## config.mk

```make
export PLATFORM = sky130hd
export DESIGN_NAME = rbp_top
export DESIGN_NICKNAME = d
export VERILOG_FILES = /design/src/rtl/rbp_pkg.sv /design/src/rtl/rbp_div_if.sv /design/src/rtl/rbp_clk_div.sv /design/src/rtl/rbp_top.sv
export SDC_FILE = /design/constraint.sdc
export NUM_CORES = 1
export LEC_CHECK = 0
export CELL_PAD_IN_SITES_DETAIL_PLACEMENT = 2
export CELL_PAD_IN_SITES_GLOBAL_PLACEMENT = 2
export CORE_MARGIN = 2
export CORE_UTILIZATION = 30
export CTS_CLUSTER_SIZE = 40
export DETAILED_ROUTE_END_ITERATION = 10
export DONT_BUFFER_PORTS = 1
export PLACE_DENSITY = 0.74
export SLEW_MARGIN = 10
export SYNTH_ARGS = -nofsm -noshare
export SYNTH_HDL_FRONTEND = slang
export SYNTH_HIERARCHICAL = 1
export SYNTH_SLANG_ARGS = --single-unit
```

## constraint.sdc

```tcl
create_clock -name core_clk -period 6.5 [get_ports core_clk]
set_input_delay 0.975 -clock core_clk [delete_from_list [all_inputs] [get_ports core_clk]]
set_output_delay 0.975 -clock core_clk [all_outputs]
set_load 0.01 [all_outputs]
```

## src/rtl/rbp_pkg.sv

```systemverilog
// Package of constants and types for the reset, boot, power and clock divider block.
package rbp_pkg;

  // SFR addresses.
  localparam logic [7:0] RBP_ADDR_PWR   = 8'h87;
  localparam logic [7:0] RBP_ADDR_CDIV  = 8'h97;
  localparam logic [7:0] RBP_ADDR_FBOOT = 8'hC7;

  // Power control field positions.
  localparam int RBP_PWR_SLEEP_BIT = 0;
  localparam int RBP_PWR_STOP_BIT  = 1;
  localparam int RBP_PWR_GF0_BIT   = 2;
  localparam int RBP_PWR_GF1_BIT   = 3;
  localparam int RBP_PWR_SUP_BIT   = 4;

  // Flash boot control field positions.
  localparam int RBP_FB_SOFT_RESET_TRIGGER_BIT = 5;
  localparam int RBP_FB_BOOT_BIT  = 6;

  // Clock divide code field.
  localparam int RBP_CDIV_LSB = 0;
  localparam int RBP_CDIV_W   = 3;

  // Reset values.
  localparam logic [7:0] RBP_PWR_RST   = 8'h10;
  localparam logic [7:0] RBP_CDIV_RST  = 8'h00;
  localparam logic [7:0] RBP_FBOOT_RST = 8'h40;

  // Restart address and reset pulse length in system clock cycles.
  localparam logic [15:0] RBP_RESTART_ADDR = 16'h0000;
  localparam int          RBP_RST_PULSE    = 4;

  // Wake-up settle count in master clocks.
  localparam int RBP_WAKE_COUNT = 32768;

  typedef enum logic [2:0] {
    RBP_RUN,
    RBP_IDLE,
    RBP_STOP,
    RBP_SETTLE,
    RBP_RESET
  } rbp_mode_e;

endpackage : rbp_pkg

```

## src/rtl/rbp_div_if.sv

```systemverilog
// Interface carrying the divide code and the system clock enable.
`timescale 1ns/100ps
interface rbp_div_if;
  logic [2:0] divCode;
  logic       run;
  logic       sysEn;
  modport ctrl (output divCode, output run, input sysEn);
  modport div  (input divCode, input run, output sysEn);
endinterface : rbp_div_if

```

## src/rtl/rbp_clk_div.sv

```systemverilog
// Power-of-two divider producing the system clock enable.
`timescale 1ns/100ps
module rbp_clk_div
  import rbp_pkg::*;
(
  // Clock and reset
  input wire logic core_clk,
  input wire logic rst,
  // Divider port
  rbp_div_if.div   dv
);

  typedef struct packed {
    logic [6:0] cnt;
    logic       en;
  } rbp_div_s;

  rbp_div_s st_r;
  rbp_div_s st_nxt;

  function automatic logic [6:0] divMask(input logic [2:0] code);
    divMask = 7'(({7'h00, 1'b1} << code) - 8'h01);
  endfunction

  always_comb begin
    st_nxt = st_r;
    st_nxt.en = 1'b0;
    // The counter is masked by the current code, so a downward code change causes no long wrap.
    if (!dv.run) begin
      st_nxt.cnt = 7'h00;
    end else if ((st_r.cnt & divMask(dv.divCode)) == divMask(dv.divCode)) begin
      st_nxt.cnt = 7'h00;
      st_nxt.en  = 1'b1;
    end else begin
      st_nxt.cnt = 7'((st_r.cnt + 7'h01) & divMask(dv.divCode));
    end
  end

  always_ff @(posedge core_clk or posedge rst) begin
    if (rst) begin
      st_r <= '0;
    end else begin
      st_r <= st_nxt;
    end
  end

  assign dv.sysEn = st_r.en;

endmodule : rbp_clk_div

```

## src/rtl/rbp_top.sv

```systemverilog
// Reset source, boot area, low-power mode and clock divider controller.
`timescale 1ns/100ps
module rbp_top
  import rbp_pkg::*;
#(
  parameter int WAKE_COUNT = RBP_WAKE_COUNT
) (
  // Clock and resets
  input  wire logic        core_clk,
  input  wire logic        rst,
  input  wire logic        coldPowerUp,
  input  wire logic        resetPinEvt,
  input  wire logic        watchdogEvt,
  input  wire logic        badAddrEvt,
  input  wire logic        lowVoltEvt,
  // SFR access
  input  wire logic [7:0]  sfrAddr,
  input  wire logic [7:0]  sfrWdata,
  input  wire logic        sfrWr,
  input  wire logic        sfrRd,
  output logic      [7:0]  sfrRdata,
  // Loader status
  input  wire logic        loaderNoCommand,
  // Wake-up sources
  input  wire logic [4:0]  extIntPin,
  input  wire logic [5:0]  capturePin,
  input  wire logic [3:0]  serialRxPin,
  input  wire logic [4:0]  timerCountPin,
  input  wire logic        wakeTimerEvt,
  input  wire logic        extIrq,
  input  wire logic        timerIrq,
  input  wire logic        lowVoltIrq,
  input  wire logic        adcIrq,
  input  wire logic        anyEnabledIrq,
  // Clock and reset outputs
  output logic             oscRun,
  output logic             periphClkEn,
  output logic             cpuClkEn,
  output logic             sysReset,
  output logic             bootLoader,
  output logic      [15:0] restartAddr
);

  ////////////////////////////////////////////////////////////////////////////
  // Notes for users of this block.
  //
  // Reset causes arrive as event inputs. The watchdog, the address checker and the
  // supply monitor that raise them live elsewhere.
  // Outside deep stop and settle, events, interrupts and register accesses are taken on
  // divider ticks only. At a slow divide code a source must hold its request until a
  // tick has passed, or the request is lost. This keeps those decisions on the slowed clock.
  // Deep stop and the settle count run on every master clock. The divider is held
  // while the oscillator is off, and the settle time is counted in master clocks.
  // The restart address is always zero. Only the boot area select tells the fetch
  // unit which memory to map at that address.
  // The upper bits of the divide register are stored and read back but drive
  // nothing here. Other blocks that share the register read those bits themselves.
  // A soft reset write that arrives together with a hardware reset event is dropped.
  // The hardware event already restarts the core, so nothing is lost.

  // All state except the divider's own counter sits in one record behind one gated register. That gate is what
  // makes the divide code reach every other clocked circuit of the block outside deep stop and settle.
  typedef struct packed {
    // Operating mode and the registers that software sees.
    rbp_mode_e  mode;
    logic [7:0] pwr;
    logic [7:0] cdiv;
    logic       boot;
    // Counters for the reset pulse and the wake-up settle time.
    logic [2:0] rstCnt;
    logic [15:0] wakeCnt;
    // Registered copies of everything that leaves the block except the constant restart address.
    logic [7:0] rdata;
    logic       osc;
    logic       pEn;
    logic       cEn;
    logic       sRst;
    logic       bootOut;
    // Kept clear; wake pins act on level, so no history is needed.
    logic [5:0] pinPrev;
  } rbp_state_s;

  rbp_state_s st_r;
  rbp_state_s st_nxt;
  rbp_div_if  divBus ();

  rbp_clk_div u_div (
    .core_clk (core_clk),
    .rst      (rst),
    .dv       (divBus.div)
  );

  assign divBus.divCode = st_r.cdiv[RBP_CDIV_LSB +: RBP_CDIV_W];
  assign divBus.run     = st_r.osc;

  function automatic logic wrHit(input logic [7:0] a, input logic [7:0] target, input logic w);
    wrHit = w && (a == target);
  endfunction

  ////////////////////////////////////////////////////////////////////////////
  // Wake qualifiers.

  logic stopWake;
  logic idleWake;
  logic pinWake;
  // Any wake pin acts on its level. A pin that is still high when deep stop is
  // entered wakes the block again at once, so software should clear it first.
  // The wake-up timer counts as a pin for the settle rule.
  assign pinWake  = |{extIntPin, capturePin, serialRxPin, timerCountPin};
  assign stopWake = pinWake || wakeTimerEvt;
  assign idleWake = extIrq || timerIrq || lowVoltIrq || adcIrq || anyEnabledIrq;

  ////////////////////////////////////////////////////////////////////////////
  // Next state.

  always_comb begin
    logic       startReset;
    logic       nextBoot;
    logic [7:0] fbRead;
    startReset = 1'b0;
    nextBoot   = st_r.boot;
    fbRead     = 8'h00;
    st_nxt = st_r;
    st_nxt.pinPrev = 6'h00;

    // Reset sources; pin and power-up force loader, watchdog/address/supply keep the bit, soft reset writes it, loaderNoCommand clears it.
    if (coldPowerUp) begin
      startReset = 1'b1;
      nextBoot   = 1'b1;
      st_nxt.pwr[RBP_PWR_SUP_BIT] = 1'b1;
    end else if (resetPinEvt) begin
      startReset = 1'b1;
      nextBoot   = 1'b1;
    end else if (watchdogEvt || badAddrEvt || lowVoltEvt) begin
      startReset = 1'b1;
    end else if (wrHit(sfrAddr, RBP_ADDR_FBOOT, sfrWr) && sfrWdata[RBP_FB_SOFT_RESET_TRIGGER_BIT]) begin
      startReset = 1'b1;
      nextBoot   = sfrWdata[RBP_FB_BOOT_BIT];
    end else if (st_r.boot && loaderNoCommand && st_r.mode == RBP_RUN) begin
      startReset = 1'b1;
      nextBoot   = 1'b0;
    end else if (sfrWr && st_r.mode == RBP_RUN) begin
      case (sfrAddr)
        RBP_ADDR_PWR: begin
          // Supply-up flag only clears or stays; software cannot raise it.
          st_nxt.pwr[3:0] = sfrWdata[3:0];
          st_nxt.pwr[RBP_PWR_SUP_BIT] = st_r.pwr[RBP_PWR_SUP_BIT] & sfrWdata[RBP_PWR_SUP_BIT];
          if (sfrWdata[RBP_PWR_STOP_BIT]) begin
            st_nxt.mode = RBP_STOP;
          end else if (sfrWdata[RBP_PWR_SLEEP_BIT]) begin
            st_nxt.mode = RBP_IDLE;
          end
        end
        RBP_ADDR_CDIV: st_nxt.cdiv = sfrWdata;
        RBP_ADDR_FBOOT: nextBoot = sfrWdata[RBP_FB_BOOT_BIT];
        default: ;
      endcase
    end

    if (startReset) begin
      st_nxt.mode   = RBP_RESET;
      st_nxt.rstCnt = 3'(RBP_RST_PULSE - 1);
      st_nxt.pwr[RBP_PWR_STOP_BIT]  = 1'b0;
      st_nxt.pwr[RBP_PWR_SLEEP_BIT] = 1'b0;
    end
    st_nxt.boot = nextBoot;

    if (!startReset) begin
      case (st_r.mode)
        // Running: only software writes, reset events and loaderNoCommand move the mode.
        RBP_RUN: ;
        // Idle: peripherals keep their clock, the CPU waits for an interrupt.
        RBP_IDLE: begin
          if (idleWake) begin
            st_nxt.mode = RBP_RUN;
            st_nxt.pwr[RBP_PWR_SLEEP_BIT] = 1'b0;
          end
        end
        // Deep stop: the oscillator is off, only the wake inputs and the reset sources are watched.
        RBP_STOP: begin
          if (stopWake) begin
            st_nxt.mode    = RBP_SETTLE;
            st_nxt.wakeCnt = 16'(WAKE_COUNT - 1);
          end
        end
        // Settle: the oscillator runs again but the CPU clock stays held so
        // that an unsteady clock never reaches it.
        RBP_SETTLE: begin
          if (st_r.wakeCnt == 16'h0000) begin
            st_nxt.mode = RBP_RUN;
            st_nxt.pwr[RBP_PWR_STOP_BIT]  = 1'b0;
            st_nxt.pwr[RBP_PWR_SLEEP_BIT] = 1'b0;
          end else begin
            st_nxt.wakeCnt = st_r.wakeCnt - 16'h0001;
          end
        end
        // Reset pulse: counted in ticks, so it stretches with the divide code.
        RBP_RESET: begin
          if (st_r.rstCnt == 3'h0) begin
            st_nxt.mode = RBP_RUN;
          end else begin
            st_nxt.rstCnt = st_r.rstCnt - 3'h1;
          end
        end
        default: st_nxt.mode = RBP_RESET;
      endcase
    end

    // Outputs are registered copies of the mode decode and the boot bit.
    st_nxt.osc  = (st_nxt.mode != RBP_STOP);
    st_nxt.pEn  = st_nxt.osc;
    st_nxt.cEn  = (st_nxt.mode == RBP_RUN);
    st_nxt.sRst = (st_nxt.mode == RBP_RESET);
    st_nxt.bootOut = st_nxt.boot;

    //////////////////////////////////////////////////////////////////////////
    // Read data.

    // Soft reset trigger always reads 0 because it self-clears.
    // Read data are cleared on ticks without a read, so a stale value never
    // looks like a fresh answer.
    fbRead = 8'h00;
    fbRead[RBP_FB_BOOT_BIT] = st_r.boot;
    st_nxt.rdata = 8'h00;
    if (sfrRd) begin
      case (sfrAddr)
        RBP_ADDR_PWR:   st_nxt.rdata = st_r.pwr;
        RBP_ADDR_CDIV:  st_nxt.rdata = st_r.cdiv;
        RBP_ADDR_FBOOT: st_nxt.rdata = fbRead;
        default:        st_nxt.rdata = 8'h00;
      endcase
    end
  end

  ////////////////////////////////////////////////////////////////////////////
  // State register.

  // The register loads only on divider ticks, except while the oscillator is off
  // or settling. Those states count master clocks and must not wait for a tick,
  // because the divider itself is held while the oscillator is stopped.
  always_ff @(posedge core_clk or posedge rst) begin
    if (rst) begin
      st_r         <= '0;
      st_r.mode    <= RBP_RESET;
      st_r.pwr     <= RBP_PWR_RST;
      st_r.cdiv    <= RBP_CDIV_RST;
      st_r.boot    <= RBP_FBOOT_RST[RBP_FB_BOOT_BIT];
      st_r.rstCnt  <= 3'(RBP_RST_PULSE - 1);
      st_r.osc     <= 1'b1;
      st_r.pEn     <= 1'b1;
      st_r.sRst    <= 1'b1;
      st_r.bootOut <= 1'b1;
    end else if (divBus.sysEn || !st_r.osc || st_r.mode == RBP_SETTLE) begin
      st_r <= st_nxt;
    end
  end

  ////////////////////////////////////////////////////////////////////////////
  // Outputs, each taken straight from the state register except the constant restart address.

  assign sfrRdata    = st_r.rdata;
  assign oscRun      = st_r.osc;
  assign periphClkEn = st_r.pEn;
  assign cpuClkEn    = st_r.cEn;
  assign sysReset    = st_r.sRst;
  assign bootLoader  = st_r.bootOut;
  assign restartAddr = RBP_RESTART_ADDR;

endmodule : rbp_top

```

==> flow_metrics.env, run 1 <==
export IMPL_cp_arrival_ns=3.36
export IMPL_r2r_end="st_r[43]"
export IMPL_first_pass_iters=4
export IMPL_drive_above_1_share_pct=13.87
export IMPL_synth_fa_ha_area_share_pct=1.470
export IMPL_leakagePower_nw=1.496
export IMPL_synth_edf_count=0
export IMPL_synth_top_family_by_area="simple AND/OR/NAND/NOR gates"
export IMPL_cts_repair_resized=0
export IMPL_r2r_start="st_r[55]"
export IMPL_synth_mux_area_share_pct=5.366
export IMPL_numCtsBuffers=5
export IMPL_hpwl_um=7045
export IMPL_wl_per_cell_um=18.99
export IMPL_die_area_sq_mm=0.01222
export IMPL_die_w_um=110.5
export IMPL_antenna_found_initial=0
export IMPL_synth_seq_area_share_pct=40.68
export IMPL_vias_per_cell=5.405
export IMPL_ir_drop_mv=0.09254
export IMPL_hp_class="reg2reg"
export IMPL_detail_route_antenna_nets=0
export IMPL_start_kind="register"
export IMPL_diodes=0
export IMPL_post_cts_repair_setup_buffers=0
export IMPL_rows=38
export IMPL_dpl_instance_area_sq_mm=0.003367
export IMPL_finalPower_mw=0.7228
export IMPL_start_util_pct=31.13
export IMPL_yosysWarnings=6
export IMPL_cp_end_kind="register"
export IMPL_gp_congestion=0.8005
export IMPL_avgSynthCellArea_sq_um=9.431
export IMPL_pwr_share_seq_pct=47.9
export IMPL_clockPowerShare_pct=48.6
export IMPL_grt_max_degree=48
export IMPL_synth_top_area_share_pct=35.28
export IMPL_fmax_ghz=0.3145
export IMPL_finalSetupTns_ns=0
export IMPL_clk_pin_slew_worst_paths_ns=0.08
export IMPL_yosysTopAreaCell="dfrtp_1"
export IMPL_fin_crit_sh_pct=48.91
export IMPL_status="complete, no violations"
export IMPL_io_pins=81
export IMPL_synth_simple_gate_area_share_pct=24.22
export IMPL_combPwrFrac_pct=3.5
export IMPL_slew_headroom_pct=32.41
export IMPL_synth_xor_area_share_pct=1.029
export IMPL_nets=401
export IMPL_finalCriticalPeriod_ns=3.179
export IMPL_final_hold_viol_count=0
export IMPL_clock_path_buffers=2
export IMPL_setup_violations=0
export IMPL_p_int_mw=0.5717
export IMPL_critPathKind="reg2reg"
export IMPL_ctsHoldBuffers=0
export IMPL_synthTopCellsByArea="dfrtp_1, buf_4, dfstp_2"
export IMPL_grt_pass1_vias=2926
export IMPL_final_max_slew_viol_count=0
export IMPL_port_buffers=0
export IMPL_power_density_mw_per_mm2=203.0
export IMPL_yosys_register_bits=55
export IMPL_endpoint="st_r[43]"
export IMPL_synthCells=361
export IMPL_drt_initial_drc_count=100
export IMPL_rsz0062_at_grt="false"
export IMPL_worstMarginPinSlew_ns=1.014
export IMPL_synth_compound_area_share_pct=17.38
export IMPL_power_net_switching_mw=0.1511
export IMPL_cts_sinks=55
export IMPL_crit_required_ns=6.68
export IMPL_grt_pass1_wl_um=15480
export IMPL_worstSkewPairLatency_ns=0.30
export IMPL_design_area_sq_mm=0.003560
export IMPL_whs_ns=0.5067
export IMPL_grt_overflow=0
export IMPL_drc_errors=0
export IMPL_htree_levels=2
export IMPL_die_y_um=110.5
export IMPL_synth_cell_type_count=60
export IMPL_via_count=2627
export IMPL_cap_violations=0
export IMPL_crit_start="st_r[55]"
export IMPL_clockRootBuffer="clkbuf_16"
export IMPL_rrSetupSlack_ns=3.32
export IMPL_ys_flop_type="dfrtp_1"
export IMPL_worst_path_max_fanout=19
export IMPL_cts_tree="done"
export IMPL_worst_r2r_path_depth=5
export IMPL_core_sq_mm=0.01094
export IMPL_worst_clock_skew_ns=0.007022
export IMPL_totalWireLength_um=9230
export IMPL_area_delta_synth_final_pct=4.557
export IMPL_sw_frac_of_total_pct=20.91
export IMPL_async_reset_ff_share_pct=100.0
export IMPL_netlist_area_sq_mm=0.003405
export IMPL_track_usage_pct=15.65
-- worst min path at each step --
stage / slack (ns) / cells past startpoint / end / start
detailed placement: 0.50 / 1 / st_r[50] / st_r[50]
finish: 0.51 / 1 / st_r[37] / st_r[37]
CTS: 0.51 / 1 / st_r[37] / st_r[37]
global placement: 0.45 / 1 / st_r[37] / st_r[37]
global route: 0.52 / 1 / st_r[50] / st_r[50]
floorplan: 0.44 / 1 / st_r[37] / st_r[37]
-- power by group through the flow --
stage | registers [mW] | logic, mW | clock network, mW
after floorplan | 0.352 | 0.0292 | 0
final | 0.346 | 0.0255 | 0.351
after detailed placement | 0.352 | 0.0263 | 0
after CTS | 0.346 | 0.0263 | 0.360
after global routing | 0.346 | 0.0293 | 0.373
after global placement | 0.352 | 0.0255 | 0
-- placed cells by master, fill, tap and decap left out, drive strengths merged, types with 4 or more instances in the layout --
cell,instances
a211oi,4
a21oi,18
and2,4
clkbuf,5
conb,16
dfrtp,48
dfstp,7
ha,4
inv,14
mux2,10
mux2i,7
nand2,36
nand2b,6
nand3,16
nand4,4
nor2,29
nor3,13
nor4,9
nor4b,7
o21ai,21
o31ai,15
or2,4
or3,4
or4,4
-- critical path: stages (launching register included) --
cell and delay (ns):
dfrtp_1 0.66, nand3b_4 0.30, and2_1 0.50, or3_1 0.60, nor4b_4 0.60, mux2_2 0.40
-- cell families (layout without fill, tap and decap cells) --
| family | after synthesis | after routing |
|---|---|---|
| adders and majority gates | 4 | 4 |
| DFF | 55 | 55 |
| other | 1 | 16 |
| and+or+nand+nor | 149 | 149 |
| buffers and inverters | 53 | 23 |
| muxes | 17 | 17 |
| xor gates and xnor gates | 4 | 4 |
| AOI/OAI and AO/OA | 78 | 78 |
-- Yosys cell counts, types with 2 or more instances --
master,count
dfrtp_1,48
nand2_1,36
nor2_1,29
buf_4,25
o21ai_0,21
a21oi_1,18
nand3_1,16
inv_1,13
nor3_1,13
mux2_2,10
nor4_1,9
o31ai_1,9
dfstp_2,7
mux2i_1,7
clkbuf_1,6
nand2b_1,6
o31ai_4,6
a211oi_1,4
and2_1,4
buf_2,4
ha_1,4
nand4_1,4
nor4b_1,4
or2_2,4
nor2b_1,3
o21a_1,3
or3_1,3
xnor2_1,3
a211o_1,2
a22o_1,2
a32o_1,2
and3_1,2
buf_6,2
nand4b_1,2
nor4b_2,2
o22ai_1,2
or4_1,2
or4_4,2
-- registers in the layout, summed over array words and instances (netlist names) --
signal          cells
bootLoader          1
cpuClkEn            1
divBus.divCode      3
periphClkEn         1
sfrRdata            8
st_r               32
sysReset            1
u_div/dv.sysEn      1
u_div/st_r          7
-- metal layers --
layer | global-route usage [%] | share of wire, % | vias to the layer above
met5 | 0 | 0 | -
met4 | 3.667 | 1.0 | 0
met3 | 2.964 | 4.2 | 7
met2 | 27.73 | 50 | 64
met1 | 19.66 | 44 | 1329
li1 | - | - | 1227
-- stage by stage --
stage / worst slack, ns / instances / util, %
after floorplan: 3.424 / 376 / -
after global placement: 3.265 / 478 / 30.79
after detailed placement: 3.236 / 478 / 30.79
after CTS: 3.280 / 486 / 32.55
after global routing: 3.130 / 486 / 32.55
final: 3.321 / 486 / 32.55
-- final cells by class --
cell class                 count  area (sq um)
clock buffer                   5         125.1
clock inverter                 3         67.56
fill                        1253          7376
inverter                      14         55.05
multi-input combinational    268          1744
sequential                    55          1385
tap                          140         175.2
timing repair buffer           1         7.507
(Power assumes the default switching activity.)
==> run 2: changes to the inputs <==
- ABC_AREA: default -> 1
- PLACE_DENSITY: 0.74 -> 0.82
- clock period: 6.5 -> 2.7 ns (I/O delays scaled with it)
==> run 2 against run 1 <==
Power grew 130%; largest power group is now sequential cells; clock skew grew 0.0016 ns; first-iteration DRC count grew 12%; final cell count grew 28%.
==> flow_metrics.env, run 2 <==
export IMPL_worst_path_max_fanout=25
export IMPL_crit_start="st_r[19]"
export IMPL_port_buffers=0
export IMPL_worst_clock_skew_ns=0.008622
export IMPL_totalWireLength_um=10390
export IMPL_ys_flop_type="dfrtp_1"
export IMPL_die_y_um=112.5
export IMPL_rows=39
export IMPL_hp_class="in2reg"
export IMPL_start_kind="register"
export IMPL_detail_route_antenna_nets=0
export IMPL_cp_slowest_cell="dfrtp_1"
export IMPL_pwr_share_seq_pct=50.3
export IMPL_finalSetupTns_ns=0
export IMPL_synth_top_area_share_pct=34.02
export IMPL_cpPeakStageDelay_ns=0.41
export IMPL_slew_headroom_pct=30.58
export IMPL_die_area_sq_mm=0.01265
export IMPL_cp_end_kind="register"
export IMPL_synthMostInstantiatedCell="nand2_1"
export IMPL_worst_path_buf_inv=3
export IMPL_drive_above_1_share_pct=9.792
export IMPL_synth_common_cells="nand2_1, nor2_1, inv_1, dfrtp_1, o21ai_0"
export IMPL_layout_commonest_cell="nand2_1"
export IMPL_critPathKind="reg2reg"
export IMPL_nets=535
export IMPL_yosysWarnings=6
export IMPL_combPwrFrac_pct=3.7
export IMPL_worst_r2r_path_depth=13
export IMPL_setup_violations=0
export IMPL_largest_register_ffs=32
export IMPL_grt_overflow=0
export IMPL_cp_arrival_ns=2.55
export IMPL_power_net_switching_mw=0.3731
export IMPL_die_w_um=112.5
export IMPL_worstMarginPinSlew_ns=1.040
export IMPL_final_hold_viol_count=0
export IMPL_met3_usage_pct=3.132
export IMPL_yosysTopAreaCell="dfrtp_1"
export IMPL_numCtsBuffers=5
export IMPL_via_count=3055
export IMPL_hpwl_um=8156
export IMPL_vias_per_cell=4.904
export IMPL_whs_path_depth=2
export IMPL_power_density_mw_per_mm2=443.0
export IMPL_top_usage_layer="met2"
export IMPL_drc_errors=0
export IMPL_diodes=0
export IMPL_start_util_pct=30.79
export IMPL_yosys_register_bits=55
export IMPL_core_sq_mm=0.01147
export IMPL_drt_initial_drc_count=112
export IMPL_ir_drop_mv=0.2971
export IMPL_r2r_start="st_r[19]"
export IMPL_grt_pass1_vias=3431
export IMPL_regMostFlops="st_r"
export IMPL_holdCritStartpoint="sfrWdata[4]"
export IMPL_worstSkewPairLatency_ns=0.30
export IMPL_path_common_cell="nand2_1"
export IMPL_clk_pin_slew_worst_paths_ns=0.08
export IMPL_antenna_found_initial=0
export IMPL_cts_tree="done"
export IMPL_cts_sinks=55
export IMPL_gp_congestion=0.8016
export IMPL_synthTopCellsByArea="dfrtp_1, nand2_1, nor2_1"
export IMPL_netlist_area_sq_mm=0.003531
export IMPL_fillers=1354
export IMPL_grt_util_met1_pct=21.08
export IMPL_synth_edf_count=0
export IMPL_status="complete, no violations"
export IMPL_final_cell_mix="nand2_1, nor2_1, inv_1, dfrtp_1, o21ai_0"
export IMPL_sw_frac_of_total_pct=22.56
export IMPL_first_pass_iters=4
export IMPL_crit_chain="inv_1 -> ha_1 -> nand2_1 -> nor2_1 -> nand2_1 -> nor2_1 -> nand4_1 -> nand2_2 -> nor3_4 -> buf_4 -> inv_2 -> nand2_1 -> nand2_1"
export IMPL_synth_cell_type_count=39
export IMPL_fmax_ghz=0.4321
export IMPL_clockPowerShare_pct=45.9
export IMPL_avgSynthCellArea_sq_um=7.280
export IMPL_grt_max_degree=48
export IMPL_clock_path_buffers=2
export IMPL_fin_crit_sh_pct=85.71
export IMPL_rrSetupSlack_ns=0.39
export IMPL_area_delta_synth_final_pct=5.741
export IMPL_post_cts_repair_setup_buffers=0
export IMPL_clockRootBuffer="clkbuf_16"
export IMPL_p_int_mw=1.281
export IMPL_leakagePower_nw=1.884
export IMPL_htree_levels=2
export IMPL_cts_repair_resized=0
export IMPL_final_max_slew_viol_count=0
export IMPL_synth_seq_area_share_pct=39.23
export IMPL_async_reset_ff_share_pct=100.0
export IMPL_cp_top_family="simple AND/OR/NAND/NOR gates"
export IMPL_rsz0062_at_grt="false"
export IMPL_wl_per_cell_um=16.68
export IMPL_grt_pass1_wl_um=17510
export IMPL_finalPower_mw=1.654
export IMPL_track_usage_pct=17.17
export IMPL_crit_required_ns=2.94
export IMPL_r2r_end="st_r[25]"
export IMPL_whs_endpoint="st_r[43]"
export IMPL_grt_use_met2_pct=30.80
export IMPL_finalCriticalPeriod_ns=2.314
export IMPL_cap_violations=0
export IMPL_io_pins=81
export IMPL_synthCells=485
run 2: cell count changes after synthesis, sizes merged, moves of 12 or more:
cell | before | now
o31ai | 15 | 0
xor2 | 1 | 13
o21ai | 21 | 49
nand2 | 36 | 129
nor2 | 29 | 69
a21oi | 18 | 5
inv | 14 | 66
run 2: logic make-up after synthesis:
family	synth area share, %
simple gates	32.00
buf+inv	13.57
compound gates	9.709
flops	39.23
xor+xnor	3.969
fa+ha+maj	1.417
other cells	0.1062
run 2: power groups by stage:
stage,clock network [mW],registers (mW),logic (mW)
detailed placement,0,0.849,0.0628
CTS,0.779,0.833,0.0643
floorplan,0,0.847,0.0652
global route,0.812,0.833,0.0727
finish,0.759,0.833,0.0620
global placement,0,0.848,0.0599
run 2: what timing repair did:
action,CTS,global route
endpoints found under the setup margin,0,0
hold buffers,1,0
endpoints found under the hold margin,8,0
run 2: cell type report:
type | instances | area, sq um | share of cell area [%]
sequential | 55 | 1385 | 37.10
clock inverter | 2 | 37.54 | 1.005
multi-input combinational | 347 | 1723 | 46.15
tap | 143 | 178.9 | 4.792
inverter | 66 | 247.7 | 6.635
timing repair buffer | 4 | 32.53 | 0.8713
clock buffer | 6 | 128.9 | 3.452
run 2: worst max-delay path by stage:
stage | end | slack [ns] | cells after the start
after global routing | st_r[30] | 0.13 | 13
after CTS | st_r[25] | 0.36 | 13
after detailed placement | st_r[30] | 0.40 | 13
after global placement | st_r[27] | 0.54 | 13
after floorplan | st_r[29] | 0.98 | 12
final | st_r[25] | 0.39 | 13
run 2: metal layers:
metal | up-vias | routed length, um
met3 | 9 | 357
met1 | 1524 | 4558
met4 | 0 | 154
met2 | 48 | 5320
li1 | 1474 | -
met5 | - | 0
run 2: per-stage QoR:
stage               area (sq um)  hold slack (ns)  utilization (%)  worst slack [ns]  instances
floorplan                   3587           0.2207                -            0.9808        500
global placement            3557           0.2681            31.02            0.5381        614
detailed placement          3557           0.2908            31.02            0.3969        614
CTS                         3734           0.2291            32.56            0.3645        623
global route                3734           0.2423            32.56            0.1336        623
finish                      3734           0.2328            32.56            0.3859        623
==> run 3: changes to the inputs <==
- CELL_PAD_IN_SITES_DETAIL_PLACEMENT: 2 -> default
- CELL_PAD_IN_SITES_GLOBAL_PLACEMENT: 2 -> default
- PLACE_DENSITY: 0.82 -> 0.55
==> run 3 against run 2 <==
Worst setup slack better by 0.28 ns; critical path type unchanged; worst hold slack worse by 0.0074 ns; sequential power hardly changed; highest routed layer unchanged; largest cell class unchanged; sequential share of layout area is 0.33 points higher; critical endpoint is now st_r[35].
==> flow_metrics.env, run 3 (synthesis gave the netlist of run 2 again) <==
export IMPL_worst_clock_skew_ns=0.005436
export IMPL_worst_r2r_path_depth=9
export IMPL_crit_required_ns=2.92
export IMPL_first_pass_iters=4
export IMPL_worstSkewPairLatency_ns=0.30
export IMPL_slew_headroom_pct=33.19
export IMPL_dpl_instance_area_sq_mm=0.003550
export IMPL_leakagePower_nw=1.868
export IMPL_track_usage_pct=13.21
export IMPL_ir_drop_mv=0.2374
export IMPL_hpwl_um=6028
export IMPL_finalSetupTns_ns=0
export IMPL_clockPowerShare_pct=41.7
export IMPL_crit_start="st_r[57]"
export IMPL_rsz0062_at_grt="false"
export IMPL_grt_max_degree=48
export IMPL_area_delta_synth_final_pct=4.819
export IMPL_diodes=0
export IMPL_port_buffers=0
export IMPL_cap_violations=0
export IMPL_layout_commonest_cell="nand2_1"
export IMPL_largest_register_ffs=32
export IMPL_drive_above_1_share_pct=9.603
export IMPL_clockRootBuffer="clkbuf_16"
export IMPL_grt_overflow=0
export IMPL_nets=534
export IMPL_cp_arrival_ns=2.26
export IMPL_grt_pass1_vias=2886
export IMPL_totalWireLength_um=8014
export IMPL_fmax_ghz=0.4904
export IMPL_finalCriticalPeriod_ns=2.039
export IMPL_finalPower_mw=1.529
export IMPL_fillers=1208
export IMPL_rows=39
export IMPL_cts_repair_resized=0
export IMPL_numCtsBuffers=5
export IMPL_gp_congestion=0.8392
export IMPL_cts_tree="done"
export IMPL_io_pins=81
export IMPL_htree_levels=2
export IMPL_r2r_end="st_r[35]"
export IMPL_die_area_sq_mm=0.01265
export IMPL_final_max_slew_viol_count=0
export IMPL_critPathKind="reg2reg"
export IMPL_core_sq_mm=0.01147
export IMPL_clk_pin_slew_worst_paths_ns=0.07
export IMPL_status="complete, no violations"
export IMPL_rrSetupSlack_ns=0.66
export IMPL_drc_errors=0
export IMPL_antenna_found_initial=0
export IMPL_endpoint="st_r[35]"
export IMPL_via_count=2872
export IMPL_fin_util_pct=32.28
export IMPL_wl_per_cell_um=12.88
export IMPL_worst_path_max_fanout=24
export IMPL_vias_per_cell=4.617
export IMPL_grt_pass1_wl_um=13660
export IMPL_die_y_um=112.5
export IMPL_clock_path_buffers=2
export IMPL_fin_crit_sh_pct=75.52
export IMPL_start_util_pct=30.79
export IMPL_start_kind="register"
export IMPL_hp_class="in2async"
export IMPL_power_density_mw_per_mm2=413.1
export IMPL_final_cell_mix="nand2_1, nor2_1, inv_1, dfrtp_1, o21ai_0"
export IMPL_drt_initial_drc_count=175
export IMPL_sw_frac_of_total_pct=22.50
export IMPL_cts_sinks=55
export IMPL_combPwrFrac_pct=3.8
export IMPL_design_area_sq_mm=0.003701
export IMPL_power_net_switching_mw=0.3439
export IMPL_cp_end_kind="register"
export IMPL_detail_route_antenna_nets=0
export IMPL_post_cts_repair_setup_buffers=0
export IMPL_p_int_mw=1.185
export IMPL_setup_violations=0
export IMPL_die_w_um=112.5
export IMPL_pwr_share_seq_pct=54.5
export IMPL_final_hold_viol_count=0
export IMPL_r2r_start="st_r[57]"
export IMPL_worstMarginPinSlew_ns=1.001
export IMPL_regMostFlops="st_r"
-- run 3: power by group through the flow --
stage | Combinational [mW] | Sequential, mW | Clock (mW)
2_1_floorplan | 0.0652 | 0.847 | 0
3_3_place_gp | 0.0574 | 0.848 | 0
3_5_place_dp | 0.0585 | 0.848 | 0
4_1_cts | 0.0601 | 0.832 | 0.656
5_1_grt | 0.0701 | 0.833 | 0.696
6_report | 0.0585 | 0.832 | 0.638
-- run 3: per-stage QoR --
step / worst slack (ns) / hold WS [ns] / cells
after global routing: 0.4124 / 0.2262 / 622
after floorplan: 0.9808 / 0.2207 / 500
after detailed placement: 0.6615 / 0.2645 / 613
after CTS: 0.6471 / 0.2289 / 622
after global placement: 0.6804 / 0.2640 / 613
final: 0.6610 / 0.2253 / 622
-- run 3: worst max-delay path, cell delays in order (launching register included) --
cell and delay [ns]:
dfstp_2 0.53, inv_2 0.06, nand2_1 0.21, nor2_8 0.07
nor3_4 0.15, buf_4 0.32, inv_1 0.29, nand2_1 0.18
nand2_1 0.07, o211ai_1 0.09
-- run 3: area by class of cell --
type / count / area, sq um / share of cell area [%]
Timing Repair Buffer: 3 / 25.02 / 0.6761
Tap cell: 143 / 178.9 / 4.834
Multi-Input combinational cell: 347 / 1723 / 46.55
Clock buffer: 6 / 128.9 / 3.482
Clock inverter: 2 / 12.51 / 0.3381
Inverter: 66 / 247.7 / 6.694
Sequential cell: 55 / 1385 / 37.42
-- run 3: layer usage --
layer  global-route usage (%)  share of wire (%)  routed length, um  vias up
li1                         -                  -                  -     1478
met1                    16.88                 47               3755     1319
met2                    22.21                 46               3683       68
met3                    2.862                5.9                469        7
met4                    4.472                1.3                106        0
met5                        0                  0                  0        -
-- run 3: repair_timing --
item	CTS	global route
endpoints found under the setup margin	0	0
endpoints found under the hold margin	8	0
hold buffers	1	0
-- run 3: how the worst min path moves through the flow --
| stage | cells after the start | endpoint | slack [ns] | from |
|---|---|---|---|---|
| floorplan | 1 | u_div/dv.sysEn | 0.22 | rst |
| global placement | 1 | u_div/st_r[3] | 0.26 | rst |
| detailed placement | 1 | u_div/st_r[2] | 0.26 | rst |
| CTS | 2 | divBus.divCode[1] | 0.23 | sfrWdata[1] |
| global route | 2 | divBus.divCode[1] | 0.23 | sfrWdata[1] |
| finish | 1 | st_r[27] | 0.23 | rst |
